[src/core/rtcpsc_pkg.sv]
// rtcpsc_pkg: constants and carrier types of the rtc time-base prescaler
// assumes a single 10 MHz system clock; the 32.768 kHz tick arrives as a pin level
package rtcpsc_pkg;
    localparam int          CLK_HZ          = 10000000;
    localparam int          LOW_STAGES      = 9;
    localparam int          HIGH_STAGES     = 6;
    localparam int          PSC_W           = LOW_STAGES + HIGH_STAGES;
    localparam logic [14:0] PSC_RESET       = 15'h0000;
    localparam logic [5:0]  HIGH_RESET      = 6'h00;
    localparam int          TEST_EDGES_FULL = 64;
    localparam int          TEST_EDGES_HALF = 32;
    localparam int          SYNC_STAGES     = 2;

    typedef struct packed {
        logic test_enable;
        logic freeze;
    } rtcpsc_ctrl_s;

    typedef struct packed {
        logic drive_o;
        logic oe;
    } rtcpsc_pin_s;
endpackage

[src/core/rtcpsc_sync.sv]
// rtcpsc_sync: two flip-flop level synchroniser with rising edge detect
// assumes the input is asynchronous to clock_i; edge looks only at stage two
`timescale 1ns/1ps
module rtcpsc_sync
    import rtcpsc_pkg::*;
(
    input  wire logic clock_i,
    input  wire logic rst_b_i,
    input  wire logic async_i,
    output logic      level_o,
    output logic      rise_o
);
    logic meta_reg;
    logic sync_reg;
    logic last_reg;

    always_ff @(posedge clock_i or negedge rst_b_i) begin
        if (!rst_b_i) begin
            meta_reg <= 1'b0;
            sync_reg <= 1'b0;
            last_reg <= 1'b0;
        end else begin
            meta_reg <= async_i;
            sync_reg <= meta_reg;
            last_reg <= sync_reg;
        end
    end

    assign level_o = sync_reg;
    assign rise_o  = sync_reg & ~last_reg;
endmodule

[src/core/rtcpsc_top.sv]
// rtcpsc_top: rtc time-base prescaler with freeze and external clock test mode
// assumes control bits come from logic on clock_i; pins pass two flip-flops
// Summary of operation
// - test mode is entered when external_clock_test_enable is written one.
// - in test mode clock_output_pin is released and used as input.
// - in test mode pin edges replace the internal 64 Hz clock.
// - in test mode every 64 pin rising edges give one second.
// - freeze forces prescaler high stages to zero until cleared.
// - after freeze release in test mode, first second after 32 edges.
// - test mode entry is unsynchronised; prescaler state at entry undefined.
// - while frozen the upper stages stay in reset, no 1 Hz ticks.
// - while frozen time counters load values and never increment.
// - freeze leaves clock output alone, only 32 Hz to 1 Hz affected.
// - low stages run while frozen outside test mode; first tick 0.484375 s to 0.5 s later.
// - a second is counted on each 0 to 1 transition of the top stage.
// - the first stage is clocked from the 32.768 kHz oscillator.
`timescale 1ns/1ps
module rtcpsc_top
    import rtcpsc_pkg::*;
#(
    parameter int TIME_W = 17
)(
    input  wire logic              clock_i,
    input  wire logic              rst_b_i,
    input  wire rtcpsc_ctrl_s      ctrl_i,
    input  wire logic              osc_32k_i,
    input  wire logic              clock_output_pin_i,
    input  wire logic              time_load_i,
    input  wire logic [TIME_W-1:0] time_load_value_i,
    output logic                   clock_output_pin_o,
    output logic                   clock_output_pin_oe_o,
    output logic                   second_tick_o,
    output logic [TIME_W-1:0]      time_count_o,
    output logic [PSC_W-1:0]       prescaler_o
);
    logic                   osc_rise;
    logic                   osc_level;
    logic                   pin_rise;
    logic [LOW_STAGES-1:0]  prescaler_low_stages_reg;
    logic [HIGH_STAGES-1:0] prescaler_high_stages_reg;
    logic [HIGH_STAGES-1:0] high_next;
    logic [TIME_W-1:0]      time_reg;
    logic                   tick_reg;
    logic                   pin_o_reg;
    logic                   pin_oe_reg;

    rtcpsc_sync u_osc_sync (
        .clock_i (clock_i),
        .rst_b_i (rst_b_i),
        .async_i (osc_32k_i),
        .level_o (osc_level),
        .rise_o  (osc_rise)
    );

    rtcpsc_sync u_pin_sync (
        .clock_i (clock_i),
        .rst_b_i (rst_b_i),
        .async_i (clock_output_pin_i),
        .level_o (),
        .rise_o  (pin_rise)
    );

    // low stages: full count from oscillator; test feed enters at the 64 Hz stage
    wire logic low_step   = ~ctrl_i.test_enable & osc_rise;
    wire logic low_carry  = low_step & (&prescaler_low_stages_reg);
    // test mode: pin edge stands in for the 64 Hz carry, unsynchronised to it
    wire logic high_step  = ctrl_i.test_enable ? pin_rise : low_carry;
    wire logic [HIGH_STAGES-1:0] high_inc = prescaler_high_stages_reg + 6'h01;
    // top stage 0->1 is the one-second event; 64 steps per second
    wire logic top_rise   = high_step & ~ctrl_i.freeze & ~prescaler_high_stages_reg[HIGH_STAGES-1]
                            & high_inc[HIGH_STAGES-1];

    // freeze holds upper stages at zero; after release top rises after 32 steps
    assign high_next = ctrl_i.freeze ? HIGH_RESET :
                       (high_step ? high_inc : prescaler_high_stages_reg);

    always_ff @(posedge clock_i or negedge rst_b_i) begin
        if (!rst_b_i) begin
            prescaler_low_stages_reg <= PSC_RESET[LOW_STAGES-1:0];
        end else if (low_step) begin
            // lower stages never see freeze, so restart lands within one 64 Hz period
            prescaler_low_stages_reg <= prescaler_low_stages_reg + 9'h001;
        end
    end

    always_ff @(posedge clock_i or negedge rst_b_i) begin
        if (!rst_b_i) begin
            prescaler_high_stages_reg <= HIGH_RESET;
        end else begin
            prescaler_high_stages_reg <= high_next;
        end
    end

    always_ff @(posedge clock_i or negedge rst_b_i) begin
        if (!rst_b_i) begin
            time_reg <= '0;
            tick_reg <= 1'b0;
        end else begin
            tick_reg <= top_rise;
            // load wins; frozen counters take new values and never advance
            if (time_load_i) begin
                time_reg <= time_load_value_i;
            end else if (top_rise) begin
                time_reg <= time_reg + 1'b1;
            end
        end
    end

    // clock output follows the oscillator, untouched by freeze; released in test mode
    always_ff @(posedge clock_i or negedge rst_b_i) begin
        if (!rst_b_i) begin
            pin_o_reg  <= 1'b0;
            pin_oe_reg <= 1'b0;
        end else begin
            pin_o_reg  <= osc_level;
            pin_oe_reg <= ~ctrl_i.test_enable;
        end
    end

    assign clock_output_pin_o    = pin_o_reg;
    assign clock_output_pin_oe_o = pin_oe_reg;
    assign second_tick_o   = tick_reg;
    assign time_count_o    = time_reg;
    // prescaler_o is a register concatenation, high stages in upper bits
    assign prescaler_o     = {prescaler_high_stages_reg, prescaler_low_stages_reg};

    // helper: counts high-stage steps since freeze release, saturating at 127, for the 32-edge check
    logic [6:0] steps_reg;
    always_ff @(posedge clock_i or negedge rst_b_i) begin
        if (!rst_b_i) begin
            steps_reg <= 7'h00;
        end else if (ctrl_i.freeze) begin
            steps_reg <= 7'h00;
        end else if (high_step && steps_reg != 7'h7f) begin
            steps_reg <= steps_reg + 7'h01;
        end
    end
endmodule

[config.mk]
export PLATFORM = sky130hd
export DESIGN_NAME = rtcpsc_top
export DESIGN_NICKNAME = d
export VERILOG_FILES = /design/src/core/rtcpsc_pkg.sv /design/src/core/rtcpsc_sync.sv /design/src/core/rtcpsc_top.sv
export SDC_FILE = /design/constraint.sdc
export NUM_CORES = 1
export LEC_CHECK = 0
export BUFFER_PORTS_ARGS = -buffer_cell sky130_fd_sc_hd__buf_2
export CAP_MARGIN = 25
export CORE_MARGIN = 2
export CORE_UTILIZATION = 35
export CTS_CLUSTER_SIZE = 10
export DETAILED_ROUTE_END_ITERATION = 10
export PLACE_DENSITY_LB_ADDON = 0.25
export SKIP_CTS_REPAIR_TIMING = 1
export SLEW_MARGIN = 20
export SYNTH_ARGS = -nofsm -noshare
export SYNTH_HDL_FRONTEND = slang
export SYNTH_SLANG_ARGS = --single-unit
[constraint.sdc]
create_clock -name clock_i -period 3.05 [get_ports clock_i]
set_clock_uncertainty 0.05 [all_clocks]
set_input_delay 0.4575 -clock clock_i [delete_from_list [all_inputs] [get_ports clock_i]]
set_output_delay 0.4575 -clock clock_i [all_outputs]
set_load 0.1 [all_outputs]
Word level (Yosys, flattened, before mapping)
Cells that the tools add are included.
- input bits: 24
- output and inout bits: 35
- register bits: 40
- logic and storage cells: 34
- reduce and logical (&&, ||, !) cells: 3
- bitwise gates (word level): 12
- $add $sub $neg: 3
- muxes and demuxes: 5
- operators by type and width (kind ; number):
    $mux W17 ; 2
    $add A17 B1 Y17 const B ; 1
    $mux W6 ; 2
    $add A9 B1 Y9 const B ; 1
    $reduce_and A9 Y1 ; 1
    $and A1 B1 Y1 ; 7
    $add A6 B1 Y6 const B ; 1
    $not A1 Y1 ; 5
    $reduce_bool A2 Y1 ; 2
    $mux W1 ; 1

Logic depth before layout (Yosys ltp)
- depth after elaboration: 10
- mapped depth: 10
- gate-level depth less buffers: 8

Cells and area by module
From an unflattened synthesis, not the netlist that was laid out.
- cell total of the unflattened synthesis: 197
- area, all modules: 2025.7 um2
- modules (own cells, without submodules) (module ; area each (um2) ; instances ; cells an instance):
    rtcpsc_top ; 1848.0 ; 1 ; 189
    rtcpsc_sync ; 88.8 ; 2 ; 4

Least setup slack after synthesis
Ideal clock, no wire load.
- path kind: register to register
- from: register prescaler_low_stages_reg[0]
- to: register time_reg[12], in the netlist time_count_o[12]
- path buffers: 1
- period minus slack after synthesis: 3.077 ns
- slack: -0.027 ns
- arrival: 2.945 ns
- cell stages (with the launch flop): 10
- cell sequence: dfrtp_1 > ha_1 > nand3_1 > nor2_1 > ha_1 > nand4bb_1 > buf_2 > a2111o_1 > or4_1 > a31oi_1
- longest elaborated chain between the ends: 7
- ends and longest elaborated chain (item ; RTL line ; source):
    start, declared ; rtcpsc_top.sv:39 ; logic [LOW_STAGES-1:0] prescaler_low_stages_reg;
    start signal, assigned ; rtcpsc_top.sv:79 ; prescaler_low_stages_reg <= PSC_RESET[LOW_STAGES-1:0];
    start signal, assigned ; rtcpsc_top.sv:82 ; prescaler_low_stages_reg <= prescaler_low_stages_reg + 9'h001;
    $reduce_and A9 Y1 ; rtcpsc_top.sv:65 ; wire logic low_carry = low_step & (&prescaler_low_stages_reg);
    $and A1 B1 Y1 ; rtcpsc_top.sv:65 ;
    $mux W1 ; rtcpsc_top.sv:67 ; wire logic high_step = ctrl_i.test_enable ? pin_rise : low_carry;
    $and A1 B1 Y1 (2 in a row) ; rtcpsc_top.sv:70 ; wire logic top_rise = high_step & ~ctrl_i.freeze & ~prescaler_high_stages_reg[HIGH_STAGES-1]
    $and A1 B1 Y1 ; rtcpsc_top.sv:71 ; & high_inc[HIGH_STAGES-1];
    $reduce_bool A2 Y1 (no source line) ; -- ;
    end signal, assigned ; rtcpsc_top.sv:102 ; time_reg <= time_load_value_i;
    end signal, assigned ; rtcpsc_top.sv:104 ; time_reg <= time_reg + 1'b1;
    end, declared ; rtcpsc_top.sv:42 ; logic [TIME_W-1:0] time_reg;
Every way passes these cells.
A chain may end at the register's enable or synchronous reset.

Final worst setup path
- from: register prescaler_low_stages_reg[0]
- to: register time_reg[16], in the netlist time_count_o[16]
The elaborated chain is that of the path after synthesis.

==> results.cfg <==
[status]
status = finished, final reports clean

[critical_path]
crit_top_cell = ha_1
r2r_slack_ns = 0.49
slowest_stage = a2111o_1
cp_max_fo = 19
worstRegToRegCells = 8
critPathMaxStageDelay_ns = 0.63
cp.arrival_ns = 2.72
cp-start-kind = register
worstSetupEndpointType = register
crit_buf_inv = 0
cp.required_ns = 3.21
critPathTopFamily = simple AND/OR/NAND/NOR gates
r2r_end = time_count_o[16]
crit_type = register to register
r2r-start = prescaler_low_stages_reg[0]
crit_chain = ha_1 > nand3_1 > nor2_1 > ha_1 > nand4bb_1 > a2111o_1 > or4b_1 > a31oi_1

[cells_and_area]
final_cell_mix = buf_2 (58), dfrtp_1 (38), nor2_1 (23)
largest_reg_flops = 17
final_util_pct = 44.7
drive_gt1_share_pct = 30.0
final_nets = 277
area_growth_pct = 25.4
diodes = 0
mostFrequentLayoutCell = buf_2

[yosys]
synth_cells = 190
ys_types = 35
synth_flop_cell = dfrtp_1
synth_edf_count = 0
async_flop_share_pct = 100
yosysSeqAreaShare_pct = 51.9
synth_nets = 218
syn-cell-area_sq_mm = 0.00193
ys.warnings.count = 0
ys_ff_latch = 40
syn_area_per_cell_sq_um = 10.1

[power]
swShare_pct = 44.4
p_switching_uw = 743
p_leak_uw = 0.00108
power.density_mw_per_mm2 = 693
p_int_uw = 932
vdd_drop_max_mv = 0.263
pwr-share-clk_pct = 25.9
p_seq_share_pct = 39.2
combPwrFrac_pct = 34.9

[global_routing]
grt_overflow_total = 0
grt_max_degree = 41
grt_antenna_before_repair = 0
grt_pass1_wl_um = 7250
grt_use_total_pct = 15.1
grt_pass1_vias = 1502

[place]
dp_hpwl_um = 3040
gp_congestion = 0.767
io_buffers = 58

[run]
drv_cap = 0

[cts]
numClockSinks = 40
cts_made_buffers = 5
root_buffer = clkbuf_8
clk_path_buf_depth = 2
clk_latency_ns = 0.29
cts_tree = built
clkTransAtPathRegs_ns = 0.08
cts_max_level = 2

[drt]
wl_per_cell_um = 13.1
drt-met1-wl_um = 2030
routed-wl-met2_um = 1940
post-route-drc-count = 0
wl_met3_um = 191
via_per_inst = 5.09
dr.pass1.iters = 4
drt_wl_total_um = 4210
ant_nets = 0
vias = 1639
drt_iter0_drc = 77
highest_layer = met4

[timing]
setup_viol = 0
worst_slew_pin_slew_ns = 0.789
fmax_mhz = 391
finalHoldViolCount = 0
maxSlewViolCount = 0
totalNegativeSetupSlack_ns = 0
fin_crit_ns = 2.56
rsz0062_at_grt = no
maxSlewHeadroom_pct = 46.1
holdWs_ns = 0.0253
finalCritPeriodShare_pct = 83.9

[worst_hold_path]
hold_class = primary input to asynchronous set/reset pin

[floorplan]
die_h_um = 78.2
start_util_pct = 35.6
die_w_um = 78.2
die_area_sq_mm = 0.00611
ios = 59
core-area_sq_mm = 0.00541
row_count = 27
==> through the flow <==
step                      setup WS, ns  total power, uW  cells  area [sq um]
after global placement           0.563             1250    313          2280
after CTS                        0.465             1690    321          2400
after detailed placement         0.513             1250    313          2280
after floorplan                 0.0970             1140    190          1930
final                            0.491             1670    322          2420
after global routing             0.296             1760    322          2420
==> worst register-to-register path: cells and delay by family (launching register included) <==
family                     cells  cell delay (ns)
and+or+nand+nor                4             0.89
AOI/OAI and AO/OA              2             0.82
DFF                            1             0.40
adders and majority gates      2             0.33
==> synthesized netlist by cell type (all sizes together) (6+ instances only) <==
cell	n	area (sq um)
nor2	23	86.3
nand4	7	43.8
nand3	10	50.1
xnor2	8	70.1
or4	10	75.1
o31ai	10	75.1
dfrtp	40	1000
a31oi	14	87.6
inv	7	26.3
nand2	11	41.3
clkbuf	6	22.5
==> how the worst max path moves through the flow <==
stage                                 from                to  cells past startpoint
6_report       prescaler_low_stages_reg[0]  time_count_o[16]                      8
5_1_grt        prescaler_low_stages_reg[0]   time_count_o[4]                      9
4_1_cts        prescaler_low_stages_reg[0]  time_count_o[16]                      8
3_5_place_dp   prescaler_low_stages_reg[0]  time_count_o[14]                      8
3_3_place_gp   prescaler_low_stages_reg[0]  time_count_o[10]                      8
2_1_floorplan  prescaler_low_stages_reg[3]  time_count_o[12]                      8
==> cell families after synthesis <==
| group | synth area share [%] |
|---|---|
| compound gates | 13.4 |
| xor+xnor | 5.91 |
| fa+ha+maj | 2.60 |
| buf+inv | 3.05 |
| flops | 51.9 |
| mux | 1.69 |
| simple gates | 21.4 |
==> power groups by stage <==
| stage | logic [uW] | clock network (uW) | registers [uW] |
|---|---|---|---|
| finish | 584 | 434 | 657 |
| detailed placement | 586 | 0 | 669 |
| global route | 610 | 476 | 671 |
| global placement | 584 | 0 | 664 |
| CTS | 586 | 448 | 658 |
| floorplan | 89.3 | 0 | 1050 |
==> metal layers <==
layer  vias to the layer above  global-route usage [%]
met1                       778                    20.3
met5                         -                       0
met3                         7                    3.79
met2                        34                    23.9
met4                         0                    5.26
li1                        820                       -
==> area by class of cell <==
| cell class | instances | area, sq um |
|---|---|---|
| Clock buffer | 5 | 68.8 |
| Clock inverter | 3 | 42.5 |
| Fill cell | 548 | 2990 |
| Inverter | 7 | 26.3 |
| Multi-Input combinational cell | 135 | 867 |
| Sequential cell | 40 | 1000 |
| Tap cell | 72 | 90.1 |
| Timing Repair Buffer | 60 | 318 |
Note: power is estimated with default switching activity, not from simulation.
